[config.mk]
export PLATFORM = sky130hd
export DESIGN_NAME = port_io_and_pin_sharing
export DESIGN_NICKNAME = d
export VERILOG_FILES = /design/src/hw/port_io_pkg.sv /design/src/hw/sync_bus_if.sv /design/src/hw/pin_sync.sv /design/src/hw/port_io_and_pin_sharing.sv
export SDC_FILE = /design/constraint.sdc
export NUM_CORES = 1
export LEC_CHECK = 0
export ABC_AREA = 1
export BUFFER_PORTS_ARGS = -buffer_cell sky130_fd_sc_hd__buf_2
export CORE_ASPECT_RATIO = 1.4
export CORE_MARGIN = 5
export CORE_UTILIZATION = 48
export DETAILED_ROUTE_END_ITERATION = 7
export GPL_TIMING_DRIVEN = 0
export MAX_ROUTING_LAYER = met4
export PLACE_DENSITY = 0.83
export REMOVE_ABC_BUFFERS = 1
export SLEW_MARGIN = 20
export SYNTH_ARGS = -nofsm -noshare
export SYNTH_HDL_FRONTEND = slang
export SYNTH_HIERARCHICAL = 1
export SYNTH_SLANG_ARGS = --single-unit
[constraint.sdc]
create_clock -name ref_clk -period 6.25 [get_ports ref_clk]
set_clock_uncertainty 0.1 [all_clocks]
set_input_delay 0.3125 -clock ref_clk [delete_from_list [all_inputs] [get_ports ref_clk]]
set_output_delay 0.3125 -clock ref_clk [all_outputs]
set_load 0.01 [all_outputs]
[src/hw/port_io_pkg.sv]
// Package holding offsets, field positions and reset values of the port block
package port_io_pkg;
   // Special-function addresses of the port locations
   localparam logic [12:0] ANALOG_PORT_ADDR = 13'h000E;
   localparam logic [12:0] QUASI_PORT_ADDR = 13'h000F;
   localparam logic [12:0] MIXED_PORT_ADDR = 13'h0010;
   localparam logic [12:0] BUS_PORTS_ADDR = 13'h1FFE;
   // Register window that hides the ports
   localparam logic [3:0] HIDDEN_WINDOW = 4'hF;
   // Control bit positions
   localparam int CTRL_ONE_TXD_BIT = 5;
   localparam int SERIAL_CTRL_RXD_BIT = 3;
   localparam int CTRL_ONE_EXT_IRQ_BIT = 1;
   localparam int CTRL_ZERO_TMR_CLK_BIT = 7;
   localparam int CTRL_ZERO_TMR_RST_BIT = 5;
   localparam int CTRL_ONE_PWM_BIT = 0;
   localparam int CTRL_TWO_UPDN_BIT = 1;
   // Mixed port line positions
   localparam int LINE_TXD = 0;
   localparam int LINE_RXD = 1;
   localparam int LINE_EXT_IRQ = 2;
   localparam int LINE_TMR_CLK = 3;
   localparam int LINE_TMR_RST = 4;
   localparam int LINE_PWM = 5;
   localparam int LINE_UPDN = 6;
   localparam int LINE_CAPT = 7;
   // Latch reset values: ones so quasi lines float high
   localparam logic [7:0] QUASI_RESET = 8'hFF;
   localparam logic [15:0] BUS_PORTS_RESET = 16'hFFFF;
   localparam logic [7:0] BYTE_ZERO = 8'h00;
   // Bus hold control lines within the quasi port
   localparam int HOLD_LINE = 5;
   localparam int HOLD_ACK_LINE = 6;
   localparam int BUS_REQ_LINE = 7;
endpackage

[src/hw/sync_bus_if.sv]
// Interface carrying raw and synchronised pin levels between modules
`timescale 1ns/1ns
interface sync_bus_if;
   logic [7:0] quasiRaw;
   logic [7:0] mixedRaw;
   logic [15:0] busRaw;
   logic [7:0] quasiSync;
   logic [7:0] mixedSync;
   logic [15:0] busSync;
   modport core (output quasiRaw, output mixedRaw, output busRaw,
                 input quasiSync, input mixedSync, input busSync);
   modport sync (input quasiRaw, input mixedRaw, input busRaw,
                 output quasiSync, output mixedSync, output busSync);
endinterface

[src/hw/pin_sync.sv]
// Two-flop synchroniser for the continuously watched pin groups
`timescale 1ns/1ns
module pin_sync (
   input wire logic ref_clk,
   input wire logic rstSync_n,
   sync_bus_if.sync pins
);
   // All synchroniser stages in one struct
   typedef struct packed {
      logic [7:0] q1;
      logic [7:0] q2;
      logic [7:0] m1;
      logic [7:0] m2;
      logic [15:0] b1;
      logic [15:0] b2;
   } sync_state_t;

   sync_state_t state_ff;
   sync_state_t nxt_state;

   ////////////////////////////////////////////////////////////////////////
   // Next state: first stage feeds only the second
   always_comb begin
      nxt_state = state_ff;
      nxt_state.q1 = pins.quasiRaw;
      nxt_state.q2 = state_ff.q1;
      nxt_state.m1 = pins.mixedRaw;
      nxt_state.m2 = state_ff.m1;
      nxt_state.b1 = pins.busRaw;
      nxt_state.b2 = state_ff.b1;
   end

   // Register stage, constants only under reset
   always_ff @(posedge ref_clk or negedge rstSync_n) begin
      if (!rstSync_n) begin
         state_ff <= '0;
      end else begin
         state_ff <= nxt_state;
      end
   end

   assign pins.quasiSync = state_ff.q2;
   assign pins.mixedSync = state_ff.m2;
   assign pins.busSync = state_ff.b2;
endmodule

[src/hw/port_io_and_pin_sharing.sv]
// Parallel port block: five byte ports, pin sharing and register access
`timescale 1ns/1ns
// What this block does
// - Five eight-bit ports of mixed kinds
// - Analog-shared input port read at 0x0E
// - Quasi port read and written at 0x0F
// - Quasi port top bits carry bus hold
// - Mixed port read and written at 0x10
// - Ports hidden while window 15 selected
// - Open-drain bus ports at 0x1FFE
// - Line 0 output, serial transmit option
// - Line 1 input, serial receive data
// - Line 2 input, external interrupt option
// - Line 3 input, timer clock option
// - Line 4 input, timer reset option
// - Line 5 output, pulse-width output option
// - Line 6 quasi, timer direction option
// - Line 7 quasi, always timer capture
// - Input-only lines have no drivers
// - Analog lines stay usable as digital
// - Analog port sampled only on reads
// - Quasi write latches, read gives pin
module port_io_and_pin_sharing (
   input wire logic ref_clk,
   input wire logic arst_n,
   // CPU special-function bus
   input wire logic [12:0] sfrAddr,
   input wire logic sfrRead,
   input wire logic sfrWrite,
   input wire logic [15:0] sfrWdata,
   // Window 15 hides every port location
   input wire logic [3:0] windowSelect,
   input wire logic onChipProgram,
   // Read answer comes one edge after the read strobe
   output logic [15:0] sfrRdata,
   output logic sfrRvalid,
   // Control register bits from the peripherals
   input wire logic [7:0] io_control_zero,
   input wire logic [7:0] io_control_one,
   input wire logic [7:0] io_control_two,
   input wire logic [7:0] serial_control_register,
   // Alternate function sources
   input wire logic serialTxData,
   input wire logic pwmOutput,
   // Levels from the bus controller, same clock
   input wire logic busHoldEnable,
   input wire logic bus_hold_acknowledge,
   input wire logic bus_request_output,
   input wire logic [15:0] busAdOut,
   input wire logic busAdDrive,
   // Alternate function results
   output logic serialRxData,
   output logic external_interrupt_input,
   output logic second_timer_clock_input,
   output logic second_timer_reset_input,
   output logic secondTimerUpDown,
   output logic secondTimerCapture,
   output logic busHoldRequest_n,
   output logic [15:0] busAdIn,
   output logic [7:0] analogDigitalView,
   // Pins
   // Pin levels are asynchronous to the clock
   input wire logic [7:0] analogPortPin,
   input wire logic [7:0] quasiPortIn,
   output logic [7:0] quasiPortOut,
   output logic [7:0] quasiPortOe_n,
   input wire logic [7:0] mixedPortIn,
   output logic [7:0] mixedPortOut,
   output logic [7:0] mixedPortOe_n,
   input wire logic [15:0] busPortIn,
   output logic [15:0] busPortOut,
   output logic [15:0] busPortOe_n
);
   ////////////////////////////////////////////////////////////////////////
   // Reset release through two flops
   // Assertion is immediate; release waits two edges so that no flop
   // leaves reset on an edge of its own choosing
   // First stage, may go metastable on release
   logic rstMeta_ff;
   // Clean copy used by the rest of the block
   logic rstSync_ff;

   // Asynchronous assert, synchronous release
   always_ff @(posedge ref_clk or negedge arst_n) begin
      if (!arst_n) begin
         rstMeta_ff <= 1'b0;
         rstSync_ff <= 1'b0;
      end else begin
         rstMeta_ff <= 1'b1;
         rstSync_ff <= rstMeta_ff;
      end
   end

   ////////////////////////////////////////////////////////////////////////
   // Synchronised pin levels
   // Analog pins are left out: they are sampled only on a read
   sync_bus_if pins ();
   assign pins.quasiRaw = quasiPortIn;
   assign pins.mixedRaw = mixedPortIn;
   assign pins.busRaw = busPortIn;

   // Two flops per line, so pin reads lag the pins by two edges
   pin_sync u_sync (
      .ref_clk(ref_clk),
      .rstSync_n(rstSync_ff),
      .pins(pins)
   );

   ////////////////////////////////////////////////////////////////////////
   // Whole block state
   // One struct so every register shares one reset and one update
   typedef struct packed {
      // Output latch of the quasi port
      logic [7:0] quasiLatch;
      // Output latch of the mixed port; only lines 0, 5, 6, 7 use it
      logic [7:0] mixedLatch;
      // Latches of both open-drain ports, low byte first port
      logic [15:0] busLatch;
      // Analog pins as seen at the last read of their location
      logic [7:0] analogMeta;
      // Read data, held until the next read
      logic [15:0] rdata;
      // One-cycle read answer
      logic rvalid;
   } port_state_t;

   // Registered state
   port_state_t state_ff;
   // Value the state takes at the next edge
   port_state_t nxt_state;

   // Address match, gated off in the hidden window
   // Shared by every location so no decode can miss the window test
   function automatic logic hit(input logic [12:0] addr, input logic [12:0] want,
                                input logic [3:0] win);
      hit = (addr == want) && (win != port_io_pkg::HIDDEN_WINDOW);
   endfunction

   // Quasi-bidirectional drive: strong low only, weak high by pullup
   // A one releases the pin to the pullup, a zero pulls it low
   function automatic logic [7:0] quasiOe(input logic [7:0] level);
      quasiOe = level;
   endfunction

   // Location decodes, all gated by the window
   logic hitAnalog;
   logic hitQuasi;
   logic hitMixed;
   logic hitBus;
   // Drive patterns of the quasi and mixed pins
   logic [7:0] quasiDrive;
   logic [7:0] mixedDrive;

   assign hitAnalog = hit(sfrAddr, port_io_pkg::ANALOG_PORT_ADDR, windowSelect);
   assign hitQuasi = hit(sfrAddr, port_io_pkg::QUASI_PORT_ADDR, windowSelect);
   assign hitMixed = hit(sfrAddr, port_io_pkg::MIXED_PORT_ADDR, windowSelect);
   // Parts without on-chip program memory keep these pins as the bus
   // on-chip program parts only
   assign hitBus = hit(sfrAddr, port_io_pkg::BUS_PORTS_ADDR, windowSelect) && onChipProgram;

   ////////////////////////////////////////////////////////////////////////
   // Next-state logic for latches and read data
   always_comb begin
      nxt_state = state_ff;
      nxt_state.rvalid = 1'b0;
      // Writes land in latches; analog location has none
      // Hidden window and unmapped locations fail every decode
      if (sfrWrite) begin
         if (hitQuasi) begin
            nxt_state.quasiLatch = sfrWdata[7:0];
         end
         if (hitMixed) begin
            nxt_state.mixedLatch = sfrWdata[7:0];
         end
         if (hitBus) begin
            nxt_state.busLatch = sfrWdata;
         end
      end
      // Analog port is sampled only on its own read
      // Read and write in one cycle: the read sees pins, not the new latch
      if (sfrRead) begin
         // Every read answers, so the bus never waits
         nxt_state.rvalid = 1'b1;
         // Bytes ride in the low half, upper half zero
         nxt_state.rdata = 16'h0000;
         if (hitAnalog) begin
            nxt_state.analogMeta = analogPortPin;
            nxt_state.rdata = {port_io_pkg::BYTE_ZERO, analogPortPin};
         end else if (hitQuasi) begin
            nxt_state.rdata = {port_io_pkg::BYTE_ZERO, pins.quasiSync};
         end else if (hitMixed) begin
            nxt_state.rdata = {port_io_pkg::BYTE_ZERO, pins.mixedSync};
         end else if (hitBus) begin
            nxt_state.rdata = pins.busSync;
         end else begin
            // Unmapped or hidden location reads zero
            nxt_state.rdata = 16'h0000;
         end
      end
   end

   // State register, reset to all latches high
   // Latches high leave every quasi and open-drain line released
   always_ff @(posedge ref_clk or negedge rstSync_ff) begin
      if (!rstSync_ff) begin
         state_ff.quasiLatch <= port_io_pkg::QUASI_RESET;
         state_ff.mixedLatch <= port_io_pkg::QUASI_RESET;
         state_ff.busLatch <= port_io_pkg::BUS_PORTS_RESET;
         state_ff.analogMeta <= port_io_pkg::BYTE_ZERO;
         state_ff.rdata <= 16'h0000;
         state_ff.rvalid <= 1'b0;
      end else begin
         state_ff <= nxt_state;
      end
   end

   // Read answer straight from flops
   assign sfrRdata = state_ff.rdata;
   assign sfrRvalid = state_ff.rvalid;
   assign analogDigitalView = state_ff.analogMeta;

   ////////////////////////////////////////////////////////////////////////
   // Quasi port drive with bus hold alternate functions
   always_comb begin
      quasiDrive = state_ff.quasiLatch;
      // bus hold lines act as quasi lines; acknowledge and request output pull low only
      if (busHoldEnable) begin
         // Hold request is an input, so its line stays released
         quasiDrive[port_io_pkg::HOLD_LINE] = 1'b1;
         quasiDrive[port_io_pkg::HOLD_ACK_LINE] = bus_hold_acknowledge;
         quasiDrive[port_io_pkg::BUS_REQ_LINE] = bus_request_output;
      end
   end

   // quasi port and hold request wired out
   // Quasi pins never drive high; a released line rises on the pullup
   assign quasiPortOut = 8'h00;
   assign quasiPortOe_n = quasiOe(quasiDrive);
   assign busHoldRequest_n = busHoldEnable ? pins.quasiSync[port_io_pkg::HOLD_LINE] : 1'b1;

   ////////////////////////////////////////////////////////////////////////
   // Mixed port: outputs, inputs and quasi lines
   always_comb begin
      // Lines 1 to 4 are inputs; their drive value is never used
      mixedDrive = 8'hFF;
      mixedDrive[port_io_pkg::LINE_TXD] =
         io_control_one[port_io_pkg::CTRL_ONE_TXD_BIT] ? serialTxData :
         state_ff.mixedLatch[port_io_pkg::LINE_TXD];
      mixedDrive[port_io_pkg::LINE_PWM] =
         io_control_one[port_io_pkg::CTRL_ONE_PWM_BIT] ? pwmOutput :
         state_ff.mixedLatch[port_io_pkg::LINE_PWM];
      mixedDrive[port_io_pkg::LINE_UPDN] = state_ff.mixedLatch[port_io_pkg::LINE_UPDN];
      mixedDrive[port_io_pkg::LINE_CAPT] = state_ff.mixedLatch[port_io_pkg::LINE_CAPT];
   end

   // Outputs drive both levels; quasi lines drive low only
   assign mixedPortOut = mixedDrive;
   // input lines never driven
   // Lines 6 and 7 release on a one and pull low on a zero
   assign mixedPortOe_n = {mixedDrive[7:6], 1'b0, 3'b111, 1'b1, 1'b0};

   // Alternate inputs read the synchronised pins; a disabled one rests idle
   // receive data under serial control
   assign serialRxData = serial_control_register[port_io_pkg::SERIAL_CTRL_RXD_BIT] ?
                         pins.mixedSync[port_io_pkg::LINE_RXD] : 1'b1;
   assign external_interrupt_input = io_control_one[port_io_pkg::CTRL_ONE_EXT_IRQ_BIT] &
                                     pins.mixedSync[port_io_pkg::LINE_EXT_IRQ];
   assign second_timer_clock_input = io_control_zero[port_io_pkg::CTRL_ZERO_TMR_CLK_BIT] &
                                     pins.mixedSync[port_io_pkg::LINE_TMR_CLK];
   assign second_timer_reset_input = io_control_zero[port_io_pkg::CTRL_ZERO_TMR_RST_BIT] &
                                     pins.mixedSync[port_io_pkg::LINE_TMR_RST];
   assign secondTimerUpDown = io_control_two[port_io_pkg::CTRL_TWO_UPDN_BIT] &
                              pins.mixedSync[port_io_pkg::LINE_UPDN];
   // Capture has no enable of its own; the timer must mask it if unwanted
   // capture always routed
   assign secondTimerCapture = pins.mixedSync[port_io_pkg::LINE_CAPT];

   ////////////////////////////////////////////////////////////////////////
   // Open-drain bus ports; bus cycles override the latch
   // Latch ones release the pins; write ones before the bus takes them
   assign busPortOut = busAdDrive ? busAdOut : 16'h0000;
   // Bus cycles drive both levels
   assign busPortOe_n = busAdDrive ? 16'h0000 : state_ff.busLatch;
   // Bus input view is synchronised like the other pins
   assign busAdIn = pins.busSync;
endmodule

==> flow_metrics.env, run 1 <==
export IMPL_status="complete, no violations"
export IMPL_synth_area_um2=5000
export IMPL_required_ns=6.43
export IMPL_worstPathMaxFanout=25
export IMPL_yosys_most_used_dff="dfrtp_1"
export IMPL_grt_usage_pct=19.6
export IMPL_arrival_ns=1.98
export IMPL_drt_wl_total_mm=11.6
export IMPL_initial_core_util_pct=48.5
export IMPL_drtIter0Drc=128
export IMPL_synth_simple_gate_area_share_pct=19.1
export IMPL_drive_gt1_share_pct=38.9
export IMPL_async_reset_ff_share_pct=100
export IMPL_fin_nets=869
export IMPL_synth_compound_area_share_pct=5.01
export IMPL_setup_violations=0
export IMPL_cp_start_kind="input pin"
export IMPL_syn_avg_cell_area_um2=9.48
export IMPL_cts_hold_buffers=34
export IMPL_hold_slack_ns=0.0370
export IMPL_via_count=3956
export IMPL_synth_top_area_share_pct=45.6
export IMPL_drc_errors=0
export IMPL_design_area_um2=6720
export IMPL_setup_tns_ns=0
export IMPL_synth_adder_area_share_pct=0
export IMPL_hold_path_depth=3
export IMPL_max_slew_margin_rel_pct=49.6
export IMPL_core_area_um2=10300
export IMPL_cts_resized=0
export IMPL_mostFrequentLayoutCells="200 x buf_2, 133 x nand2_1, 90 x dfrtp_1, 76 x inv_1, 50 x nor2_1"
export IMPL_n_fill_cell=850
export IMPL_path_clk_slew_ns=0.06
export IMPL_synth_top_family_by_area="simple AND/OR/NAND/NOR gates"
export IMPL_die_h_um=131
export IMPL_htreeDepth=4
export IMPL_finalNonFillerCells=888
export IMPL_grt_max_degree=43
export IMPL_placed_area_um2=5820
export IMPL_fmax_ghz=0.555
export IMPL_synth_area_leaders="dfrtp_1 46%, dfstp_2 15%, nand2_1 10%, buf_4 7.8%, inv_1 5.7%"
export IMPL_die_x_um=96.2
export IMPL_antenna_found_initial=0
export IMPL_grt_pass1_wl_mm=18.3
export IMPL_rsz0062_at_grt="no"
export IMPL_dp_slack_ns=4.48
export IMPL_finalHoldViolations=0
export IMPL_synth_edf_count=0
export IMPL_synthToLayoutAreaGrowth_pct=34.4
export IMPL_antenna_cells=0
export IMPL_dp_cells=822
export IMPL_worst_setup_path_end_kind="flop"
export IMPL_syn_inst=527
export IMPL_setup_slack_ns=4.45
export IMPL_ys_seq_elements=119
export IMPL_boundaryPins=244
export IMPL_r2r_cells=2
export IMPL_yosysSeqAreaShare_pct=60.3
export IMPL_highest_layer="met4"
export IMPL_synth_mux_area_share_pct=0.451
export IMPL_detail_route_antenna_nets=0
export IMPL_clk_latency_ns=0.40
export IMPL_wl_met2_mm=6.07
export IMPL_io_buffers=200
export IMPL_powerDensity_nw_per_um2=269
export IMPL_cts_setup_buffers=0
export IMPL_met3_length_um=879
export IMPL_layout_commonest_cell="buf_2"
export IMPL_yosys_warnings=6
export IMPL_grt_ovfl_total=0
export IMPL_cts_tree="done"
export IMPL_p_leak_uw=0.00380
export IMPL_rows=44
export IMPL_multi_input_area_um2=1300
export IMPL_grt_pass1_vias=4049
export IMPL_drv_cap=0
export IMPL_cts_root_buf="clkbuf_16"
export IMPL_hpwl_mm=8.81
export IMPL_worst_pin_slew_ns=0.755
export IMPL_cts_sinks=119
export IMPL_finalMaxSlewViolations=0
export IMPL_cts_buffer_depth=2
export IMPL_fin_crit_sh_pct=28.8
export IMPL_synthXorXnorAreaFrac_pct=0
export IMPL_hold_class="input pin to flop"
export IMPL_path_class="input pin to flop"
export IMPL_timing_final_crit_period_ns=1.80
export IMPL_vdd_drop_max_mv=0.200
export IMPL_globalplace_congestion=0.901
export IMPL_numCtsBuffers=17
export IMPL_firstDrtPassIters=4
export IMPL_via_per_inst=4.45
export IMPL_seq_area_um2=3020
export IMPL_die_area_um2=12600
export IMPL_yosysTopAreaCell="dfrtp_1"
export IMPL_wl_per_cell_um=13.1
export IMPL_ys_types=26
export IMPL_wirelength_met1_mm=4.35
[cells in the mapped netlist (5+ instances only)]
cell type	count
nand4_1	9
nor2_1	50
o21ai_1	36
dfstp_2	28
a21oi_2	8
clkbuf_1	5
buf_4	52
nand3_1	9
nand2_1	133
inv_1	76
dfrtp_1	91
[registers in the layout, indices dropped and copies added (netlist names)]
signal / count
sfrRvalid: 1
state_ff: 21
mixedPortOe_n: 2
sfrRdata: 16
u_sync/pins.mixedSync: 8
u_sync/nxt_state: 32
analogDigitalView: 8
u_sync/pins.quasiSync: 8
rstMeta_ff: 1
quasiPortOe_n: 5
rstSync_ff: 1
u_sync/pins.busSync: 16
[logic make-up (layout without fill, tap and decap cells)]
group           count (synthesis)  in the layout
buf+inv                       141            347
flops                         119            119
mux                             2              2
other cells                     2             19
simple gates                  219            219
compound gates                 44             44
[metal layers]
layer	global-route usage [%]	vias to the layer above
met5	-	-
met4	9.63	0
met3	4.01	27
met2	32.9	187
met1	22.2	1802
li1	-	1940
[through the flow]
step                      total power [µW]  util, %
after floorplan                        861        -
after global placement                 922     56.1
after detailed placement               930     56.6
after CTS                             1830     65.2
after global routing                  1890     65.2
final                                 1810     65.2
[final timing paths]
kind / to / slack [ns] / from
setup / recovery: sfrRdata[0] / 4.45 / sfrRead
hold / removal: quasiPortOe_n[1] / 0.04 / sfrWdata[1]
setup reg to reg: sfrRdata[0] / 4.98 / rstSync_ff
hold reg to reg: u_sync/nxt_state[33] / 0.22 / rstSync_ff
max in group asynchronous: sfrRdata[0] / 4.98 / rstSync_ff
min in group asynchronous: rstMeta_ff / 0.15 / arst_n
[area by class of cell]
cell class / count / share of cell area [%]
tap: 138 / 2.57
clock buffer: 19 / 6.74
inverter: 79 / 4.42
timing repair buffer: 236 / 20.6
sequential: 119 / 44.9
clock inverter: 13 / 1.45
multi-input combinational: 284 / 19.3
[power breakdown]
| group | internal [µW] | switching [µW] | leakage, µW |
|---|---|---|---|
| registers | 795 | 13.8 | 0.00141 |
| logic | 60.0 | 65.8 | 0.00213 |
| clock network | 530 | 344 | 0.000262 |
[critical path: stages]
cell and delay (ns):
dlygate4sd3_1 0.54, buf_2 0.15, inv_1 0.56, nor2_4 0.14
nand2_1 0.13, nand2_1 0.06, inv_1 0.05, nand2_1 0.05
Power figures use the tool's default switching activity.
==> inputs of run 2 (changes only) <==
Settings changed: CORE_UTILIZATION 48 to 42, PLACE_DENSITY 0.83 to 0.77.
Clock period 6.25 ns to 1.6 ns, I/O delays scaled along.
==> run 2 against run 1 <==
Compared with the run above: sequential share of layout area is 2.4 points lower; sequential power increased to 3.9 times the previous value; core utilization fell by 4.9 points; die area rose by 13%.
==> flow_metrics.env, run 2 (synthesis results as in run 1) <==
export IMPL_status="complete, no violations"
export IMPL_clk_latency_ns=0.41
export IMPL_initial_core_util_pct=42.5
export IMPL_largest_reg_flops=32
export IMPL_mostFrequentLayoutCells="200 x buf_2, 133 x nand2_1, 90 x dfrtp_1, 75 x inv_1, 59 x dlygate4sd3_1"
export IMPL_grt_pass1_vias=4172
export IMPL_drv_cap=0
export IMPL_rows=47
export IMPL_min_delay_start="sfrWrite"
export IMPL_powerDensity_nw_per_um2=1100
export IMPL_drive_gt1_share_pct=37.9
export IMPL_grt_usage_pct=18.0
export IMPL_die_x_um=102
export IMPL_htreeDepth=4
export IMPL_drtIter0Drc=61
export IMPL_worst_setup_path_end_kind="output pin"
export IMPL_path_clk_slew_ns=0.06
export IMPL_hpwl_mm=8.45
export IMPL_cts_root_buf="clkbuf_16"
export IMPL_cts_setup_buffers=0
export IMPL_via_count=3946
export IMPL_core_area_um2=11800
export IMPL_finalMaxSlewViolations=0
export IMPL_required_ns=1.42
export IMPL_worstPathMaxFanout=2
export IMPL_vdd_drop_max_mv=0.569
export IMPL_arrival_ns=1.28
export IMPL_r2r_slack_ns=0.29
export IMPL_die_h_um=139
export IMPL_detail_route_antenna_nets=0
export IMPL_cp_num_buf_inv=2
export IMPL_via_per_inst=4.28
export IMPL_worst_pin_slew_ns=0.565
export IMPL_finalHoldViolations=0
export IMPL_io_buffers=200
export IMPL_timing_final_crit_period_ns=1.46
export IMPL_hold_slack_ns=0.0161
export IMPL_path_class="flop to output pin"
export IMPL_boundaryPins=244
export IMPL_layout_commonest_cell="buf_2"
export IMPL_rsz0062_at_grt="no"
export IMPL_die_area_um2=14200
export IMPL_grt_max_degree=52
export IMPL_fin_crit_sh_pct=91.2
export IMPL_grt_pass1_wl_mm=19.4
export IMPL_cts_sinks=119
export IMPL_antenna_found_initial=0
export IMPL_drt_wl_total_mm=11.8
export IMPL_grt_ovfl_total=0
export IMPL_cts_tree="done"
export IMPL_synthToLayoutAreaGrowth_pct=42.0
export IMPL_crit_slowest_cell="dfstp_2"
export IMPL_hold_class="input pin to flop"
export IMPL_cp_start_kind="flop"
export IMPL_drc_errors=0
export IMPL_cts_buffer_depth=2
export IMPL_numCtsBuffers=17
export IMPL_antenna_cells=0
export IMPL_path_cells="inv_1 > nor2_1 > buf_2"
export IMPL_critPathMaxStageDelay_ns=0.54
export IMPL_fmax_ghz=0.685
export IMPL_wl_per_cell_um=12.8
export IMPL_globalplace_congestion=0.783
export IMPL_rr_startpoint="rstSync_ff"
export IMPL_fin_nets=895
export IMPL_max_slew_margin_rel_pct=62.3
export IMPL_startpoint="state_ff[27]"
export IMPL_setup_violations=0
export IMPL_crit_family="flip-flops"
export IMPL_firstDrtPassIters=4
export IMPL_p_leak_uw=0.00396
export IMPL_post_route_util_pct=60.3
[run 2: layer usage]
metal / track usage [%] / part of all wire [%] / up-vias
li1: - / - / 2001
met1: 20.2 / 40 / 1768
met2: 30.3 / 52 / 158
met3: 4.43 / 6.4 / 19
met4: 7.12 / 1.7 / 0
met5: - / 0 / -
[run 2: worst paths after layout]
| kind | endpoint | cells after the start |
|---|---|---|
| setup / recovery | busPortOe_n[2] | 3 |
| hold / removal | state_ff[46] | 3 |
| setup reg to reg | state_ff[36] | 2 |
| hold reg to reg | u_sync/nxt_state[36] | 0 |
| max in group asynchronous | state_ff[36] | 2 |
| min in group asynchronous | u_sync/nxt_state[36] | 0 |
[run 2: where the power goes]
group          internal [µW]  total [µW]  switching (µW)
clock network           2700        4110            1410
logic                    276         544             268
registers               3100        3150            49.2
total                   6080        7810            1730
[run 2: cell type report]
cell class                 instances  area (µm²)
sequential                       119        3020
multi-input combinational        284        1300
timing repair buffer             261        1640
timing repair inverter             1        5.00
clock buffer                      18         439
fill                             972        4670
inverter                          79         300
clock inverter                    14         211
tap                              147         184
[run 2: what timing repair did]
item	in CTS	in global routing
hold buffers	59	0
hold endpoints to repair	87	0
gates resized for setup	0	1
setup endpoints to repair	0	8
[run 2: tightest hold or removal path: stages]
cell and delay, ns:
buf_2 0.13, nand4_2 0.21, o21ai_1 0.08
[run 2: per-stage QoR]
step	total power (µW)	instances	worst slack (ns)	TNS, ns	area [µm²]
6_report	7810	923	0.141	0	7090
2_1_floorplan	3360	482	-2.01	-211.13	4610
3_3_place_gp	3610	829	-3.22	-341.37	5790
5_1_grt	8140	923	0.0874	0	7090
4_1_cts	7910	922	0.0577	0	7080
3_5_place_dp	3630	831	0.0219	0	5840
